[src/verilog/fes_consts.svh]
// Constants for the flash erase command sequencer
//
// Contract
// - Chip erase is six back-to-back writes; erasure starts after the sixth. The code starts preprogramming after the sixth and the erase once that is done.
// - Chip erase programs every cell to zero first, then erases.
// - Chip erase is ignored unless every sector write-enable bit is one.
// - Sector erase is six writes; sixth writes 30h in sector, opens window.
// - Inside the window each 30h write adds its sector to the set.
// - Erasure starts when the window lapses; later codes are rejected.
// - Erase-window flag reads zero while the window is open, one after.
// - Toggle flag stops toggling in the cycle the timeout flag rises.
// - Polling flag and timeout flag change together; the code keeps the polling flag at its value when the timeout flag rises.
// - Timeout flag reads zero within the time limit, one past it.
// - Erase suspend is one write of B0h inside a selected sector.
// - Suspend acts only during sector erase or its window.
// - A second suspend while suspended is ignored.
// - Suspend in the window ends it and stops the erase at once.
// - Suspend during erasure reaches the suspended state within 20 us.
// - While suspended, other sectors read their stored array data.
// - Resume is 30h inside a selected sector and continues the erase.
// - Resume while erasure is running is ignored.
// - A busy bank is not read; the other bank reads normally.
// - With bank swap on, upper vector fetches go to the lower sector.
// - A finished algorithm returns the device to read/reset.
`ifndef FES_CONSTS_SVH
`define FES_CONSTS_SVH
// Register offsets and reset values
`define FES_SWE_ADDR 16'h0FE0
`define FES_FSR_ADDR 16'h0FE1
`define FES_SWE_RST 8'h00
`define FES_FSR_RDY 0
`define FES_FSR_SWAP 1
`define FES_FSR_TO 2
// Command cycle addresses and codes
`define FES_ADR_A 12'h0AAA
`define FES_ADR_B 12'h0555
`define FES_CD_AA 8'hAA
`define FES_CD_55 8'h55
`define FES_CD_80 8'h80
`define FES_CD_A0 8'hA0
`define FES_CD_CHIP 8'h10
`define FES_CD_SECT 8'h30
`define FES_CD_SUSP 8'hB0
`define FES_CD_RST 8'hF0
// Status word bit positions
`define FES_ST_POLL 7
`define FES_ST_TOG 6
`define FES_ST_TO 5
`define FES_ST_WIN 3
// Vector sectors
`define FES_LOW_VEC 3'h3
`define FES_UP_VEC 3'h7
// Timing
`define FES_CLK_NS 8
`define FES_WIN_NS 50000
`define FES_SUSP_NS 20000
`define FES_WIN_CYC ((`FES_WIN_NS + `FES_CLK_NS - 1) / `FES_CLK_NS)
`define FES_SUSP_CYC (`FES_SUSP_NS / `FES_CLK_NS)
`define FES_LIMIT_CYC 24'h0F_4240
`endif

[src/verilog/fes_pkg.sv]
// Types shared by the flash erase command sequencer
package fes_pkg;
    // Array operation codes
    typedef enum logic [1:0] {
        FES_OP_PROG,
        FES_OP_PREPROG,
        FES_OP_ERASE_ALL,
        FES_OP_ERASE_SECT
    } fes_op_type;

    // CPU side bus request
    typedef struct packed {
        logic [15:0] addr;
        logic [7:0] wdata;
        logic wr;
        logic rd;
    } fes_bus_type;

    // Request to the flash array macro
    typedef struct packed {
        fes_op_type op;
        logic [15:0] addr;
        logic [7:0] data;
        logic [7:0] sect;
    } fes_arr_type;
endpackage : fes_pkg

[src/verilog/fes_sequencer.sv]
// Flash erase command sequencer with suspend, resume and bank swap
//
// The implementer's own choices: the address-and-strobe port and the register offsets.
`timescale 1ns/1ns
`default_nettype none
`include "fes_consts.svh"

module fes_sequencer #(
    parameter logic [15:0] WIN_CYC = 16'(`FES_WIN_CYC),
    parameter logic [23:0] LIMIT_CYC = `FES_LIMIT_CYC
) (
    input wire logic clock_i,
    input wire logic srst_i,
    input wire fes_pkg::fes_bus_type bus_i,
    input wire logic [7:0] array_rdata_i,
    input wire logic array_done_i,
    input wire logic [15:0] vec_addr_i,
    output logic [7:0] rdata_o,
    output logic array_start_o,
    output fes_pkg::fes_arr_type array_req_o,
    output logic array_hold_o,
    output logic [15:0] vec_addr_o
);
    import fes_pkg::*;

    // ********************************
    // Types, state and helpers
    // ********************************
    typedef enum logic [2:0] {
        ST_READ,
        ST_PROG,
        ST_CHIP,
        ST_SWAIT,
        ST_SERASE,
        ST_SUSPP,
        ST_SUSP,
        ST_FAIL
    } fes_state_type;

    localparam logic [11:0] SUSP_CYC = 12'(`FES_SUSP_CYC);

    fes_state_type state_ff;
    logic [2:0] step_ff;
    logic [7:0] sel_ff;
    logic phase_ff;
    logic started_ff;
    logic hold_ff;
    logic op_prog_ff;
    logic poll_ff;
    logic tog_ff;
    logic [15:0] win_cnt_ff;
    logic [11:0] susp_cnt_ff;
    logic [23:0] elapsed_ff;
    logic [7:0] swe_ff;
    logic swap_ff;
    logic [15:0] prog_addr_ff;
    logic [7:0] rdata_ff;
    logic start_ff;
    fes_arr_type req_ff;
    logic [15:0] vec_ff;

    // Match one command cycle against its expected address and code
    function automatic logic cyc_ok(input logic [15:0] a, input logic [7:0] d,
                                    input logic [11:0] ea, input logic [7:0] ed);
        cyc_ok = (a[11:0] == ea) && (d == ed);
    endfunction : cyc_ok

    // One-hot sector of an address
    function automatic logic [7:0] sect_bit(input logic [15:0] a);
        sect_bit = 8'h01 << a[14:12];
    endfunction : sect_bit

    // ********************************
    // Command decode
    // ********************************
    logic wr_fl;
    logic in_sel;
    logic running;
    logic ev_rst;
    logic ev_prog;
    logic ev_chip;
    logic ev_sect;
    logic ev_add;
    logic ev_stop;
    logic ev_win_end;
    logic ev_susp;
    logic ev_susp_done;
    logic ev_resume;
    logic ev_pre_done;
    logic ev_done;
    logic ev_timeout;
    logic step_ok;

    // Events are decoded once for all processes
    always_comb begin
        wr_fl = bus_i.wr && bus_i.addr[15];
        in_sel = |(sel_ff & sect_bit(bus_i.addr));
        running = state_ff inside {ST_PROG, ST_CHIP, ST_SERASE};
        case (step_ff)
            3'd0: step_ok = cyc_ok(bus_i.addr, bus_i.wdata, `FES_ADR_A, `FES_CD_AA);
            3'd1: step_ok = cyc_ok(bus_i.addr, bus_i.wdata, `FES_ADR_B, `FES_CD_55);
            3'd3: step_ok = cyc_ok(bus_i.addr, bus_i.wdata, `FES_ADR_A, `FES_CD_AA);
            3'd4: step_ok = cyc_ok(bus_i.addr, bus_i.wdata, `FES_ADR_B, `FES_CD_55);
            default: step_ok = 1'b0;
        endcase
        ev_rst = wr_fl && (bus_i.wdata == `FES_CD_RST)
            && (state_ff inside {ST_READ, ST_FAIL}) && (step_ff != 3'd6);
        ev_prog = wr_fl && (state_ff == ST_READ) && (step_ff == 3'd6);
        ev_chip = wr_fl && (state_ff == ST_READ) && (step_ff == 3'd5)
            && cyc_ok(bus_i.addr, bus_i.wdata, `FES_ADR_A, `FES_CD_CHIP)
            && (&swe_ff);
        ev_sect = wr_fl && (state_ff == ST_READ) && (step_ff == 3'd5)
            && (bus_i.wdata == `FES_CD_SECT);
        ev_add = wr_fl && (state_ff == ST_SWAIT)
            && (bus_i.wdata == `FES_CD_SECT);
        ev_stop = wr_fl && (state_ff == ST_SWAIT)
            && (bus_i.wdata == `FES_CD_SUSP) && in_sel;
        ev_win_end = (state_ff == ST_SWAIT) && !ev_add && !ev_stop
            && (win_cnt_ff == WIN_CYC - 16'h0001);
        // Only the running sector erase takes a suspend
        ev_susp = wr_fl && (state_ff == ST_SERASE)
            && (bus_i.wdata == `FES_CD_SUSP) && in_sel;
        ev_pre_done = (state_ff == ST_CHIP) && !phase_ff && array_done_i;
        ev_done = array_done_i && ((state_ff inside {ST_PROG, ST_SERASE, ST_SUSPP})
            || ((state_ff == ST_CHIP) && phase_ff));
        ev_susp_done = (state_ff == ST_SUSPP) && !array_done_i
            && (susp_cnt_ff == SUSP_CYC - 12'h001);
        // Resume is heard only while suspended, never while erasing
        ev_resume = wr_fl && (state_ff == ST_SUSP)
            && (bus_i.wdata == `FES_CD_SECT) && in_sel;
        ev_timeout = running && !array_done_i && (elapsed_ff == LIMIT_CYC);
    end

    // ********************************
    // Sequencer state
    // ********************************
    always_ff @(posedge clock_i) begin
        if (srst_i) begin
            state_ff <= ST_READ;
        end else begin
            case (state_ff)
                ST_READ: begin
                    if (ev_prog) begin
                        state_ff <= ST_PROG;
                    end else if (ev_chip) begin
                        state_ff <= ST_CHIP;
                    end else if (ev_sect) begin
                        state_ff <= ST_SWAIT;
                    end
                end
                ST_PROG, ST_CHIP: begin
                    if (ev_done) begin
                        state_ff <= ST_READ;
                    end else if (ev_timeout) begin
                        state_ff <= ST_FAIL;
                    end
                end
                ST_SWAIT: begin
                    if (ev_stop) begin
                        state_ff <= ST_SUSP;
                    end else if (ev_win_end) begin
                        state_ff <= ST_SERASE;
                    end
                end
                ST_SERASE: begin
                    if (ev_done) begin
                        state_ff <= ST_READ;
                    end else if (ev_timeout) begin
                        state_ff <= ST_FAIL;
                    end else if (ev_susp) begin
                        state_ff <= ST_SUSPP;
                    end
                end
                ST_SUSPP: begin
                    if (ev_done) begin
                        state_ff <= ST_READ;
                    end else if (ev_timeout) begin
                        state_ff <= ST_FAIL;
                    end else if (ev_susp_done) begin
                        state_ff <= ST_SUSP;
                    end
                end
                ST_SUSP: begin
                    // A repeated suspend falls through untouched
                    if (ev_resume) begin
                        state_ff <= ST_SERASE;
                    end
                end
                ST_FAIL: begin
                    if (ev_rst) begin
                        state_ff <= ST_READ;
                    end
                end
                default: state_ff <= ST_READ;
            endcase
        end
    end

    // Unlock cycle counter; a stray write drops back to the first cycle
    always_ff @(posedge clock_i) begin
        if (srst_i || ev_rst || (state_ff != ST_READ)) begin
            step_ff <= 3'd0;
        end else if (wr_fl) begin
            if (step_ff == 3'd2) begin
                if (cyc_ok(bus_i.addr, bus_i.wdata, `FES_ADR_A, `FES_CD_80)) begin
                    step_ff <= 3'd3;
                end else if (cyc_ok(bus_i.addr, bus_i.wdata, `FES_ADR_A, `FES_CD_A0)) begin
                    step_ff <= 3'd6;
                end else begin
                    step_ff <= 3'd0;
                end
            end else if (step_ok) begin
                step_ff <= step_ff + 3'd1;
            end else begin
                step_ff <= 3'd0;
            end
        end
    end

    // Sectors picked for erasure
    always_ff @(posedge clock_i) begin
        if (srst_i || ev_chip || ev_prog) begin
            sel_ff <= 8'h00;
        end else if (ev_sect) begin
            sel_ff <= sect_bit(bus_i.addr);
        end else if (ev_add) begin
            sel_ff <= sel_ff | sect_bit(bus_i.addr);
        end
    end

    // Window timer restarts on every accepted erase code
    always_ff @(posedge clock_i) begin
        if (srst_i || ev_sect || ev_add || (state_ff != ST_SWAIT)) begin
            win_cnt_ff <= 16'h0000;
        end else begin
            win_cnt_ff <= win_cnt_ff + 16'h0001;
        end
    end

    // Suspend latency; the array is held from the suspend write on
    always_ff @(posedge clock_i) begin
        if (srst_i || (state_ff != ST_SUSPP)) begin
            susp_cnt_ff <= 12'h000;
        end else begin
            susp_cnt_ff <= susp_cnt_ff + 12'h001;
        end
    end

    // Elapsed time of the running algorithm; frozen while suspended
    always_ff @(posedge clock_i) begin
        if (srst_i || ev_prog || ev_chip || ev_pre_done || ev_win_end || ev_resume) begin
            elapsed_ff <= 24'h00_0000;
        end else if (running && (elapsed_ff != LIMIT_CYC)) begin
            elapsed_ff <= elapsed_ff + 24'h00_0001;
        end
    end

    // Chip erase phase: cell preprogramming first, then the erase
    always_ff @(posedge clock_i) begin
        if (srst_i || ev_chip) begin
            phase_ff <= 1'b0;
        end else if (ev_pre_done) begin
            phase_ff <= 1'b1;
        end
    end

    // Whether the array erase was ever launched for this sector set
    always_ff @(posedge clock_i) begin
        if (srst_i || ev_sect) begin
            started_ff <= 1'b0;
        end else if (ev_win_end || (ev_resume && !started_ff)) begin
            started_ff <= 1'b1;
        end
    end

    // Array hold while suspending or suspended out of a running erase; a window stop leaves it low
    always_ff @(posedge clock_i) begin
        if (srst_i || ev_resume || ev_done || ev_timeout) begin
            hold_ff <= 1'b0;
        end else if (ev_susp) begin
            hold_ff <= 1'b1;
        end
    end

    // ********************************
    // Array requests
    // ********************************
    // A stopped window never reached the array, so resume launches it fresh
    always_ff @(posedge clock_i) begin
        if (srst_i) begin
            start_ff <= 1'b0;
            req_ff <= '0;
        end else begin
            start_ff <= ev_prog || ev_chip || ev_pre_done || ev_win_end
                || (ev_resume && !started_ff);
            if (ev_prog) begin
                req_ff <= '{FES_OP_PROG, bus_i.addr, bus_i.wdata, 8'h00};
            end else if (ev_chip) begin
                req_ff <= '{FES_OP_PREPROG, 16'h0000, 8'h00, 8'hFF};
            end else if (ev_pre_done) begin
                req_ff <= '{FES_OP_ERASE_ALL, 16'h0000, 8'hFF, 8'hFF};
            end else if (ev_win_end || (ev_resume && !started_ff)) begin
                req_ff <= '{FES_OP_ERASE_SECT, 16'h0000, 8'hFF, sel_ff};
            end
        end
    end

    // Kind of operation and expected polling value
    always_ff @(posedge clock_i) begin
        if (srst_i) begin
            op_prog_ff <= 1'b0;
            poll_ff <= 1'b0;
            prog_addr_ff <= 16'h0000;
        end else if (ev_prog) begin
            op_prog_ff <= 1'b1;
            poll_ff <= ~bus_i.wdata[7];
            prog_addr_ff <= bus_i.addr;
        end else if (ev_chip || ev_sect) begin
            op_prog_ff <= 1'b0;
            poll_ff <= 1'b0;
        end
    end

    // ********************************
    // Software registers
    // ********************************
    // Bank swap is plain storage; the host keeps it steady while busy
    always_ff @(posedge clock_i) begin
        if (srst_i) begin
            swe_ff <= `FES_SWE_RST;
            swap_ff <= 1'b0;
        end else if (bus_i.wr) begin
            if (bus_i.addr == `FES_SWE_ADDR) begin
                swe_ff <= bus_i.wdata;
            end
            if (bus_i.addr == `FES_FSR_ADDR) begin
                swap_ff <= bus_i.wdata[`FES_FSR_SWAP];
            end
        end
    end

    // ********************************
    // Read path
    // ********************************
    logic [1:0] busy_bank;
    logic show_status;
    logic [7:0] status;

    // Reads aimed at a busy bank see status; the other bank reads data
    always_comb begin
        case (state_ff)
            ST_PROG: busy_bank = 2'b01 << prog_addr_ff[14];
            ST_CHIP, ST_FAIL: busy_bank = 2'b11;
            ST_SWAIT, ST_SERASE, ST_SUSPP: busy_bank = {|sel_ff[7:4], |sel_ff[3:0]};
            default: busy_bank = 2'b00;
        endcase
        if (state_ff == ST_SUSP) begin
            show_status = in_sel;
        end else begin
            show_status = busy_bank[bus_i.addr[14]];
        end
        status = 8'h00;
        status[`FES_ST_POLL] = (state_ff == ST_SUSP) ? 1'b0 : poll_ff;
        status[`FES_ST_TOG] = tog_ff;
        status[`FES_ST_TO] = (state_ff == ST_FAIL);
        status[`FES_ST_WIN] = !op_prog_ff && (state_ff != ST_SWAIT);
    end

    // Toggle flips per status read and freezes once timed out
    always_ff @(posedge clock_i) begin
        if (srst_i) begin
            tog_ff <= 1'b0;
        end else if (bus_i.rd && bus_i.addr[15] && show_status && !ev_timeout
                     && (state_ff != ST_FAIL)) begin
            tog_ff <= ~tog_ff;
        end
    end

    // Read data stand in the cycle after the strobe only
    always_ff @(posedge clock_i) begin
        if (srst_i || !bus_i.rd) begin
            rdata_ff <= 8'h00;
        end else if (bus_i.addr == `FES_SWE_ADDR) begin
            rdata_ff <= swe_ff;
        end else if (bus_i.addr == `FES_FSR_ADDR) begin
            rdata_ff <= {5'h00, state_ff == ST_FAIL, swap_ff, state_ff == ST_READ};
        end else if (bus_i.addr[15]) begin
            rdata_ff <= show_status ? status : array_rdata_i;
        end else begin
            rdata_ff <= 8'h00;
        end
    end

    // ********************************
    // Vector redirect
    // ********************************
    always_ff @(posedge clock_i) begin
        if (srst_i) begin
            vec_ff <= 16'h0000;
        end else if (swap_ff && (vec_addr_i[14:12] == `FES_UP_VEC)) begin
            vec_ff <= {vec_addr_i[15], `FES_LOW_VEC, vec_addr_i[11:0]};
        end else begin
            vec_ff <= vec_addr_i;
        end
    end

    assign rdata_o = rdata_ff;
    assign array_start_o = start_ff;
    assign array_req_o = req_ff;
    assign array_hold_o = hold_ff;
    assign vec_addr_o = vec_ff;
endmodule : fes_sequencer
`default_nettype wire

[config.mk]
export PLATFORM = sky130hd
export DESIGN_NAME = fes_sequencer
export DESIGN_NICKNAME = d
export VERILOG_FILES = /design/src/verilog/fes_pkg.sv /design/src/verilog/fes_sequencer.sv
export VERILOG_INCLUDE_DIRS = /design/src /design/src/verilog
export SDC_FILE = /design/constraint.sdc
export NUM_CORES = 1
export LEC_CHECK = 0
export BUFFER_PORTS_ARGS = -buffer_cell sky130_fd_sc_hd__buf_2
export CORE_AREA = 2 2 148 150
export DETAILED_ROUTE_END_ITERATION = 12
export DIE_AREA = 0 0 150 152
export PLACE_DENSITY = 0.59
export REMOVE_ABC_BUFFERS = 1
export SLEW_MARGIN = 10
export SYNTH_ARGS = -nofsm -noshare
export SYNTH_HDL_FRONTEND = slang
export SYNTH_SLANG_ARGS = --single-unit
[constraint.sdc]
create_clock -name clock_i -period 3.05 [get_ports clock_i]
set_input_delay 0.1525 -clock clock_i [delete_from_list [all_inputs] [get_ports clock_i]]
set_output_delay 0.1525 -clock clock_i [all_outputs]
set_load 0.03 [all_outputs]
### Yosys cells after proc, flatten, opt, wreduce, memory -nomap -nowiden

Cells that the tools add are included.

* register bits after elaboration: 155
* bits in latches: 0
* RAM bits: 0
* memory bits (read-only): 0
* input port bits: 53
* memories kept: 0

* $add $sub $neg: 4
* $mul: 0
* divide/modulo/power cells: 0
* magnitude comparators: 1
* equal/unequal tests: 41
* shifts and indexed selects: 2
* muxes and demuxes: 40
* bitwise gates (word level): 4
* reductions and logical operators: 102

Operator list (count)
* 34-bit two-way mux: 2
* 3-bit two-way mux: 19
* 8-bit two-way mux: 6
* 1-bit logical AND: 44
* 8-bit == test, second input constant: 5
* 33-bit two-way mux: 1
* 16-bit by 12-bit == test with 1-bit output, second input constant: 2
* 32-bit two-way mux: 1
* 24-bit by 1-bit adder with 24-bit output, second input constant: 1
* 12-bit == test, second input constant: 2
* 24-bit by 20-bit == test with 1-bit output, second input constant: 1
* 3-bit == test, second input constant: 8
* 1-bit logical OR: 24
* 24-bit by 20-bit != test with 1-bit output, second input constant: 1
* 3-bit case mux with 7 select lines: 1
* 16-bit by 1-bit adder with 16-bit output, second input constant: 1
* 16-bit by 13-bit == test with 1-bit output, second input constant: 1
* 3-bit != test, second input constant: 5
* 14-bit two-way mux: 1
* 12-bit by 1-bit adder with 12-bit output, second input constant: 1
* 12-bit by 11-bit == test with 1-bit output, second input constant: 1
* 3-bit by 2-bit == test with 1-bit output, second input constant: 4
* 4-bit != test, second input constant: 3
* 3-bit nonzero test: 4
* 27 further kinds: 55

### Longest topological paths before layout

Gate-level depths: netlist (run 1).

* depth after elaboration: 12
* mapped depth: 12

### Least setup slack after synthesis (run 1)

No wires, ideal clock.

* path type: input -> register
* start: in bus_i[3] (netlist name)
* end: reg state_ff[1]
* setup time: 0.121 ns
* arrival: 2.605 ns
* data required time: 2.929 ns
* setup slack: 0.324 ns
* stages: 8
* path buffers: 1
* cell sequence: or4b_1 -> or4_1 -> or4_1 -> buf_2 -> and2_4 -> o2bb2ai_1 -> nor2_1 -> mux2_2

* cells in the longest elaborated chain, start to end: 8
* elaborated cells between the ends (all ways): 33

Ends and longest elaborated chain
* from (decl): RTL line fes_sequencer.sv:14 `input wire fes_pkg::fes_bus_type bus_i,`
* 8-bit by 6-bit == test with 1-bit output (no source line) or 8-bit == test (tied branches)
* 1-bit logical AND (on tied branches): RTL line fes_sequencer.sv:114, fes_sequencer.sv:116
* 1-bit logical NOT or 1-bit logical AND (tied branches): RTL line fes_sequencer.sv:118, fes_sequencer.sv:116
* 1-bit logical AND or 1-bit logical NOT (tied branches): RTL line fes_sequencer.sv:118 `ev_win_end = (state_ff == ST_SWAIT) && !ev_add && !ev_stop`
* 1-bit logical AND: RTL line fes_sequencer.sv:118
* 1-bit logical AND: RTL line fes_sequencer.sv:119 `&& (win_cnt_ff == WIN_CYC - 16'h0001);`
* 3-bit != test (no source line)
* 7-bit AND reduction (no source line)
* to (signal assigned): RTL line fes_sequencer.sv:139 `state_ff <= ST_READ;`
* to (signal assigned): RTL line fes_sequencer.sv:144 `state_ff <= ST_PROG;`
* to (signal assigned): RTL line fes_sequencer.sv:146 `state_ff <= ST_CHIP;`
* to (decl): RTL line fes_sequencer.sv:42 `fes_state_type state_ff;`

Parallel ways exist; a longest one is shown, timed or not.
A chain may end at the register's enable or synchronous reset.

### Worst setup path after layout (run 1)

* start: reg state_ff[0]
* end: reg state_ff[0]

* cells in the longest elaborated chain, start to end: 9
* elaborated cells between the ends (all ways): 59

Ends and longest elaborated chain (RTL line)
* 3-bit by 2-bit == test with 1-bit output
* 1-bit logical AND: fes_sequencer.sv:114, fes_sequencer.sv:116
* 1-bit logical AND (on tied branches): fes_sequencer.sv:114, fes_sequencer.sv:116
* 1-bit logical NOT or 1-bit logical AND (tied branches): fes_sequencer.sv:118, fes_sequencer.sv:116
* 1-bit logical AND or 1-bit logical NOT (tied branches): fes_sequencer.sv:118
* 1-bit logical AND: fes_sequencer.sv:118
* 1-bit logical AND: fes_sequencer.sv:119
* 3-bit != test (no source line)
* 7-bit AND reduction (no source line)

Parallel ways exist; a longest one is shown, timed or not.

==> results of run 1 <==
-- state kept, by name, summed over array words and instances, names as in the netlist --
signal and count:
win_cnt_ff 16, array_hold_o 1, tog_ff 1, susp_cnt_ff 12
op_prog_ff 1, swe_ff 8, rdata_o 8, poll_ff 1
started_ff 1, step_ff 3, array_start_o 1, prog_addr_ff 1
swap_ff 1, vec_addr_o 16, sel_ff 8, state_ff 3
phase_ff 1, elapsed_ff 24, array_req_o 34
-- cell usage in the layout, fill, tap and decap left out, types with 4 or more instances in the layout --
cell type        n
clkbuf_16       17
nand2_1         65
nor2_1         125
ha_1            10
xor2_1          31
nand4_1         19
or3_1           10
buf_2          112
nor2b_1         28
and3_1           7
or4_1            5
inv_1           17
a22oi_1         31
dlygate4sd3_1   19
nand2b_1         6
xnor2_1         15
a21oi_1         19
mux2i_1         15
and4_1           8
a31oi_1         20
buf_4           14
o21ai_0         19
mux2_2           4
nor4b_1          4
nor3_1          11
nor4_1          11
nand3_1         31
dfxtp_1        141
a211oi_1         4
and2_1           9
inv_6            6
-- cell type report --
| class | instances | share of cell area (%) |
|---|---|---|
| multi-input combinational | 543 | 40.8 |
| sequential | 141 | 35.3 |
| timing repair buffer | 146 | 11.0 |
| clock buffer | 18 | 5.49 |
| tap | 280 | 4.38 |
| clock inverter | 14 | 2.27 |
| inverter | 17 | 0.798 |
-- report_power, final --
| part | internal (W) | switching, W |
|---|---|---|
| logic | 0.000354 | 0.000601 |
| registers | 0.00194 | 0.0000706 |
| clock network | 0.00133 | 0.000840 |
| total | 0.00362 | 0.00151 |
-- worst reg2reg max path: stages, from the launching register on --
cell and delay, ns:
dfxtp_1 0.42, nor3_1 0.38, nand4_1 0.22, or4_1 0.64
and2_4 0.23, o2bb2ai_1 0.12, or4_1 0.47, o31ai_1 0.07
-- per-layer routing --
metal  part of all wire, %  wire, um  GRT usage (%)
met1                    48      7930           19.7
met5                     0         0              0
met2                    45      7440           23.5
met3                   4.8       782           3.93
met4                   1.3       213           4.36
-- cell families (layout without fill, tap and decap cells) --
group,after synthesis,count (layout),share of synthesized area [%]
DFF,141,141,44.8
muxes,19,19,3.10
xor gates and xnor gates,46,46,6.40
and+or+nand+nor,356,356,28.4
adders and majority gates,10,10,1.99
buffers and inverters,55,195,3.48
AOI/OAI and AO/OA,112,112,11.8
-- stage by stage --
step / hold WS [ns] / total power, W / instances / util [%] / setup slack (ns)
after CTS: 0.00173 / 0.00518 / 1159 / 37.4 / 0.416
after global placement: 0.359 / 0.00298 / 1108 / 33.6 / 0.158
after global routing: 0.0246 / 0.00536 / 1159 / 37.4 / 0.292
after floorplan: 0.222 / 0.00264 / 701 / - / 0.249
final: 0.0141 / 0.00513 / 1159 / 37.4 / 0.422
after detailed placement: 0.365 / 0.00299 / 1108 / 33.6 / 0.128
-- worst max path at each step --
stage                start            end  slack, ns  cells after the start
3_5_place_dp      bus_i[3]    state_ff[0]       0.13                      8
3_3_place_gp      bus_i[3]    state_ff[0]       0.16                      8
6_report       state_ff[0]    state_ff[0]       0.42                      7
2_1_floorplan     bus_i[3]  elapsed_ff[0]       0.25                      6
5_1_grt        state_ff[0]    state_ff[0]       0.29                      7
4_1_cts        state_ff[0]    state_ff[0]       0.42                      7
-- repair_timing --
item | 4_1_cts | 5_1_grt
buffers inserted | 0 | 0
hold buffers | 19 | 0
endpoints found under the hold margin | 19 | 0
==> results.json, run 1 <==
{
  "status": "finished clean",
  "register_area_sq_mm": 0.00282,
  "cts_tree": "yes",
  "ff2ff_path_depth": 7,
  "hold_path_end": "array_req_o[27]",
  "final.fill_count": 2236,
  "r2r_setup_slack_ns": 0.42,
  "root_buffer": "clkbuf_16",
  "max-vdd-ir-drop_uv": 409,
  "crit_slowest_cell": "or4_1",
  "die_x_um": 150,
  "criticalPathCategory": "reg -> reg",
  "cp_data_required_time_ns": 3.38,
  "ys.flop_type": "dfxtp_1",
  "crit_top_cell": "or4_1",
  "drive_above_1_share_pct": 19.6,
  "synth_seq_cells": 141,
  "nets": 929,
  "multi_input_area_sq_mm": 0.00326,
  "design.core.area_sq_mm": 0.0214,
  "crit_fanout": 12,
  "synth_edf_count": 0,
  "finalHoldViolCount": 0,
  "worst_pin_slew_ns": 0.747,
  "slowest_delay_ns": 0.64,
  "reg2reg_from": "state_ff[0]",
  "critical-path-top-delay-family": "simple AND/OR/NAND/NOR gates",
  "drt_iter0_markers": 390,
  "grt_first_pass_wirelength_mm": 27.3,
  "cts.reportedPaths.clkPinSlew_ns": 0.07,
  "clk_latency_ns": 0.42,
  "timing.final.crit_share_pct": 86.2,
  "cp.arrival_ns": 2.96,
  "netlist_top_cells_count": "dfxtp_1, nor2_1, nand2_1",
  "clkSinkCount": 141,
  "cts_resized": 0,
  "ys_warn_count": 0,
  "num_vias": 5658,
  "syn-cell-area_sq_mm": 0.00629,
  "worst_r2r_endpoint": "state_ff[0]",
  "grt_pass1_vias": 5376,
  "min-delay-start": "bus_i[21]",
  "drv_cap": 0,
  "dieArea_sq_mm": 0.0228,
  "grt_setup_unrepaired": "no",
  "first_pass_iters": 6,
  "drt-wirelength-per-cell_um": 14.1,
  "tns_ns": 0,
  "rows": 54,
  "setup_viol": 0,
  "max_freq_ghz": 0.381,
  "slew_headroom_pct": 50.2,
  "grt_start_max_net_pins": 36,
  "period_minus_slack_ns": 2.63,
  "place.gp.congestion": 0.846,
  "crit_path_end_kind": "flop",
  "drc": 0,
  "synth_cells": 739,
  "io_buffers": 112,
  "dpl_cell_area_sq_mm": 0.00718,
  "htreeDepth": 4,
  "skew_ns": 0.0119,
  "cts_buffer_depth": 2,
  "synthArstFlopShare_pct": 0,
  "antenna_found_initial": 0,
  "postLayoutCellArea_sq_mm": 0.00799,
  "power_density_mw_per_mm2": 642,
  "cp_cell_sequence": "nor3_1 -> nand4_1 -> or4_1 -> and2_4 -> o2bb2ai_1 -> or4_1 -> o31ai_1",
  "synthToLayoutAreaGrowth_pct": 27.0,
  "synth.most_common_cell": "dfxtp_1",
  "slew_violations": 0,
  "synth.distinct_cells": 54,
  "die_y_um": 152,
  "cts_buffers": 17,
  "diodes": 0,
  "ant_nets": 0,
  "wl_mm": 16.4,
  "ys_seq_area_share_pct": 44.8,
  "synth.area.top_cells": "dfxtp_1, nor2_1, xor2_1",
  "syn_area_per_cell_sq_um": 8.52,
  "pin_count": 113,
  "hp-class": "in -> reg",
  "track_usage_pct": 14.8,
  "start_kind": "flop",
  "synth_top_area_share_pct": 44.8,
  "initial_core_util_pct": 29.5,
  "via_per_inst": 4.88,
  "yosysTopAreaCell": "dfxtp_1",
  "place.detailed.hpwl_mm": 11.7,
  "power.leakage_nw": 3.10,
  "holdPathStages": 3,
  "grt_overflow": 0,
  "cp_num_buf_inv": 0
}
Power figures use the tool's default switching activity.
==> run 2, diff against run 1 <==
- ABC_AREA: unset -> 1
- CORE_AREA: 2 2 148 150 -> 2 2 159 161
- DIE_AREA: 0 0 150 152 -> 0 0 161 163
- PLACE_DENSITY: 0.59 -> 0.58
==> run 2 against run 1 <==
Total power grew 1.8%. Worst hold slack lost 0.0015 ns. Clock-buffer cell count is the same. Die area grew 15%. Final area grew 12%. Register-to-register slack gained 0.18 ns. Sequential share of layout area shrank 3.8 points. Combinational power grew 17%. Cell count grew 33%.
==> results.json, run 2 <==
{
  "tns_ns": 0,
  "cp_data_required_time_ns": 3.36,
  "num_vias": 7258,
  "whs_ns": 0.0126,
  "drt_iter0_markers": 568,
  "layout_common_cells": "nand2_1, nor2_1, dfxtp_1",
  "ys.flop_type": "dfxtp_1",
  "cp.arrival_ns": 2.76,
  "power_density_mw_per_mm2": 584,
  "htreeDepth": 4,
  "worst_pin_slew_ns": 0.773,
  "via_per_inst": 4.71,
  "pin_count": 113,
  "timing.final.crit_share_pct": 80.1,
  "drc": 0,
  "die_x_um": 161,
  "cts_tree": "yes",
  "critPathCapture": "array_req_o[15]",
  "synth_seq_cells": 141,
  "drive_above_1_share_pct": 15.4,
  "status": "finished clean",
  "design.core.area_sq_mm": 0.0247,
  "synth.area.top_cells": "dfxtp_1, nand2_1, nor2_1",
  "initial_core_util_pct": 29.4,
  "first_pass_iters": 5,
  "max-vdd-ir-drop_uv": 348,
  "synthToLayoutAreaGrowth_pct": 23.2,
  "hp-class": "in -> reg",
  "cts.reportedPaths.clkPinSlew_ns": 0.06,
  "nets": 1260,
  "reg2reg_from": "step_ff[0]",
  "cts_resized": 0,
  "period_minus_slack_ns": 2.44,
  "finalHoldViolCount": 0,
  "r2r_setup_slack_ns": 0.61,
  "grt_start_max_net_pins": 26,
  "syn_area_per_cell_sq_um": 6.79,
  "cts_buffers": 17,
  "ys_seq_area_share_pct": 38.9,
  "layout_commonest_cell": "nand2_1",
  "grt_overflow": 0,
  "root_buffer": "clkbuf_16",
  "yosysTopAreaCell": "dfxtp_1",
  "synth_cells": 1069,
  "track_usage_pct": 15.7,
  "slew_headroom_pct": 48.3,
  "grt_pass1_vias": 6832,
  "power.total_w": 0.00522,
  "cts_buffer_depth": 2,
  "clk_latency_ns": 0.43,
  "clkSinkCount": 141,
  "grt_first_pass_wirelength_mm": 33.5,
  "max_freq_ghz": 0.409,
  "crit_path_end_kind": "flop",
  "rows": 58,
  "antenna_found_initial": 0,
  "ant_nets": 0,
  "io_buffers": 112,
  "skew_ns": 0.0113,
  "crit_fanout": 22,
  "die_y_um": 163,
  "synth_top_area_share_pct": 38.9,
  "drv_cap": 0,
  "criticalPathCategory": "reg -> reg",
  "drt-wirelength-per-cell_um": 13.3,
  "start_kind": "flop",
  "synth.distinct_cells": 44,
  "synth.most_common_cell": "nand2_1",
  "place.gp.congestion": 0.899,
  "syn-cell-area_sq_mm": 0.00726,
  "ys_warn_count": 0,
  "wl_mm": 20.5,
  "fin_ws_ns": 0.606,
  "place.detailed.hpwl_mm": 15.2,
  "netlist_top_cells_count": "nand2_1, nor2_1, dfxtp_1",
  "cp-startpoint": "step_ff[0]",
  "ff2ff_path_depth": 11,
  "diodes": 0,
  "worst_r2r_endpoint": "array_req_o[15]",
  "synth_edf_count": 0,
  "setup_viol": 0,
  "largest_reg_flops": 34,
  "grt_setup_unrepaired": "no",
  "final.fill_count": 2657,
  "dieArea_sq_mm": 0.0262,
  "fin_util_pct": 36.3,
  "slew_violations": 0,
  "power.leakage_nw": 3.73,
  "place_ws_ns": 0.635,
  "synthArstFlopShare_pct": 0
}
run 2: logic make-up (layout without fill, tap and decap cells):
| kind of cell | count (synthesis) | after routing | share of synthesized area [%] |
|---|---|---|---|
| buffers and inverters | 184 | 325 | 10.2 |
| AND/OR/NAND/NOR | 562 | 562 | 35.4 |
| AO/OA/AOI/OAI | 148 | 148 | 10.9 |
| flip-flops | 141 | 141 | 38.9 |
| XOR/XNOR | 24 | 24 | 2.89 |
| adder cells (fa/ha/maj) | 10 | 10 | 1.72 |
run 2: per-layer routing:
| layer | up-vias | global-route usage, % | wire length [um] |
|---|---|---|---|
| met2 | 197 | 25.9 | 9400 |
| met3 | 20 | 3.82 | 1020 |
| li1 | 3757 | - | - |
| met5 | - | 0 | 0 |
| met4 | 0 | 4.34 | 302 |
| met1 | 3284 | 20.6 | 9750 |
run 2: power by group:
group / total, W / switching [W] / internal [W]
Combinational: 0.00112 / 0.000776 / 0.000349
Sequential: 0.00200 / 0.0000760 / 0.00192
Clock: 0.00210 / 0.000859 / 0.00124
Total: 0.00522 / 0.00171 / 0.00351
run 2: area by class of cell:
class | instances | area, sq um | area share, %
multi-input combinational | 744 | 3700 | 41.3
tap | 330 | 413 | 4.62
timing repair buffer | 144 | 858 | 9.60
inverter | 149 | 559 | 6.25
clock inverter | 14 | 156 | 1.75
clock buffer | 18 | 439 | 4.91
sequential | 141 | 2820 | 31.6
run 2: what timing repair did:
item / 4_1_cts / 5_1_grt
endpoints found under the hold margin: 23 / 0
buffers inserted: 0 / 0
hold buffers: 23 / 0
run 2: worst min path at each step:
| stage | start | endpoint | slack [ns] | cells past startpoint |
|---|---|---|---|---|
| finish | bus_i[11] | array_req_o[17] | 0.01 | 3 |
| floorplan | srst_i | array_req_o[10] | 0.22 | 1 |
| global route | array_rdata_i[4] | rdata_o[4] | 0.006 | 3 |
| global placement | vec_addr_i[4] | vec_addr_o[4] | 0.35 | 3 |
| detailed placement | vec_addr_i[3] | vec_addr_o[3] | 0.36 | 3 |
| CTS | bus_i[12] | array_req_o[18] | 0.0007 | 3 |
run 2: critical path: stages, from the launching register on:
cell,delay (ns)
dfxtp_1,0.40
inv_1,0.10
ha_1,0.23
nand2_1,0.13
nor2_4,0.05
inv_1,0.26
nand2_1,0.26
nor2_2,0.12
buf_4,0.26
nand3_2,0.23
o21ai_1,0.22
nor2_1,0.06
run 2: per-stage QoR:
| step | cells | area [sq um] |
|---|---|---|
| global route | 1540 | 8940 |
| floorplan | 1034 | 7080 |
| CTS | 1540 | 8940 |
| finish | 1540 | 8940 |
| detailed placement | 1485 | 8120 |
| global placement | 1485 | 8120 |
==> run 3, diff against run 2 <==
- clock period: 3.05 -> 2.33 ns (I/O delays scaled with it)
==> run 3 against run 2 <==
Clock skew increased by 0.0013 ns. Non-clock buffer count increased by 27. Combinational power increased by 42%. Register-to-register slack got worse by 0.34 ns. Highest routed layer unchanged.
==> results.json, run 3 (synthesis gave the netlist of run 2 again) <==
{
  "crit_path_end_kind": "flop",
  "cp-startpoint": "state_ff[2]",
  "cts_buffer_depth": 2,
  "antenna_found_initial": 0,
  "place.detailed.hpwl_mm": 15.7,
  "grt_start_max_net_pins": 37,
  "die_x_um": 161,
  "ff2ff_path_depth": 11,
  "period_minus_slack_ns": 2.06,
  "drc": 0,
  "swShare_pct": 31.9,
  "status": "finished clean",
  "power.leakage_nw": 3.86,
  "holdPathStages": 3,
  "place.gp.congestion": 0.861,
  "track_usage_pct": 16.1,
  "worst_r2r_endpoint": "array_req_o[10]",
  "timing.final.crit_share_pct": 88.5,
  "power.switching_w": 0.00224,
  "fin_util_pct": 37.2,
  "layoutNonFillerInstCount": 1566,
  "place_ws_ns": 0.0955,
  "first_pass_iters": 5,
  "min-delay-start": "bus_i[3]",
  "max_freq_ghz": 0.485,
  "io_buffers": 112,
  "start_kind": "flop",
  "drt-wirelength-per-cell_um": 13.4,
  "layout_commonest_cell": "nand2_1",
  "diodes": 0,
  "slew_violations": 0,
  "grt_setup_unrepaired": "no",
  "cts.reportedPaths.clkPinSlew_ns": 0.07,
  "reg2reg_from": "state_ff[2]",
  "slew_headroom_pct": 55.4,
  "via_per_inst": 4.73,
  "grt_overflow": 0,
  "setup_viol": 0,
  "rows": 58,
  "hold_path_end": "swap_ff",
  "internal_power_w": 0.00477,
  "htreeDepth": 4,
  "ant_nets": 0,
  "skew_ns": 0.0126,
  "largest_reg_flops": 34,
  "pin_count": 113,
  "grt_first_pass_wirelength_mm": 34.7,
  "drt_iter0_markers": 485,
  "worst_pin_slew_ns": 0.664,
  "fin_ws_ns": 0.267,
  "design.core.area_sq_mm": 0.0247,
  "combPwrFrac_pct": 22.7,
  "layout_common_cells": "nand2_1, nor2_1, dfxtp_1",
  "pwr-share-clk_pct": 40.2,
  "root_buffer": "clkbuf_16",
  "finalHoldViolCount": 0,
  "wl_mm": 21.0,
  "die_y_um": 163,
  "synthToLayoutAreaGrowth_pct": 26.4,
  "cts_buffers": 17,
  "initial_core_util_pct": 29.4,
  "dpl_cell_area_sq_mm": 0.00825,
  "seqPwrFrac_pct": 37.1,
  "hp-class": "in -> reg",
  "r2r_setup_slack_ns": 0.27,
  "drv_cap": 0,
  "power_density_mw_per_mm2": 763,
  "postLayoutCellArea_sq_mm": 0.00918,
  "cp.arrival_ns": 2.43,
  "clk_latency_ns": 0.43,
  "drive_above_1_share_pct": 16.5,
  "post-place-cells": 1503,
  "crit_fanout": 19,
  "nets": 1287,
  "num_vias": 7412,
  "cp_data_required_time_ns": 2.69,
  "criticalPathCategory": "reg -> reg",
  "max-vdd-ir-drop_uv": 484,
  "grt_pass1_vias": 7066,
  "clkSinkCount": 141,
  "cts_tree": "yes",
  "tns_ns": 0,
  "dieArea_sq_mm": 0.0262
}
## run 3: worst max-delay path by stage
stage                 endpoint  slack, ns  cells after the start
2_1_floorplan  array_req_o[15]       0.05                     10
3_3_place_gp   array_req_o[33]       0.13                     13
3_5_place_dp    array_req_o[1]        0.1                     10
4_1_cts         array_req_o[1]       0.08                     10
5_1_grt          elapsed_ff[3]       0.06                      9
6_report       array_req_o[10]       0.27                     11
## run 3: power groups by stage
stage / logic (W) / registers (W) / clock network (W)
3_3_place_gp: 0.00155 / 0.00265 / 0
4_1_cts: 0.00159 / 0.00260 / 0.00287
6_report: 0.00159 / 0.00260 / 0.00282
5_1_grt: 0.00179 / 0.00261 / 0.00297
3_5_place_dp: 0.00155 / 0.00265 / 0
2_1_floorplan: 0.000828 / 0.00276 / 0
## run 3: layer usage
| metal | up-vias | track usage, % | share of wire (%) | wire (um) |
|---|---|---|---|---|
| li1 | 3810 | - | - | - |
| met1 | 3377 | 20.6 | 47 | 9770 |
| met2 | 205 | 27.1 | 47 | 9840 |
| met3 | 20 | 3.97 | 5.2 | 1100 |
| met4 | 0 | 4.59 | 1.4 | 292 |
| met5 | - | 0 | 0 | 0 |
## run 3: through the flow
step	total power (W)	hold slack [ns]
6_report	0.00701	0.00657
5_1_grt	0.00737	0.0208
4_1_cts	0.00706	0.000665
3_5_place_dp	0.00420	0.322
3_3_place_gp	0.00420	0.315
2_1_floorplan	0.00359	0.186
## run 3: timing repair
item / CTS / global route
buffers inserted: 0 / 0
resized for setup: 0 / 1
endpoints found under the setup margin: 0 / 9
endpoints found under the hold margin: 31 / 0
hold buffers: 32 / 0
## run 3: critical path, stage by stage (launching register included)
cell,delay (ns)
dfxtp_1,0.45
inv_2,0.15
nand2_1,0.17
inv_2,0.10
nand3_1,0.10
nor2_1,0.05
nand2_1,0.13
nand2_1,0.10
nor2_2,0.17
buf_4,0.27
nand4_1,0.13
a21oi_1,0.16
## run 3: cell type report
| type | instances | area [sq um] |
|---|---|---|
| clock buffer | 18 | 439 |
| multi-input combinational | 744 | 3700 |
| clock inverter | 13 | 166 |
| fill | 2660 | 15500 |
| tap | 330 | 413 |
| sequential | 141 | 2820 |
| inverter | 149 | 559 |
| timing repair buffer | 171 | 1080 |
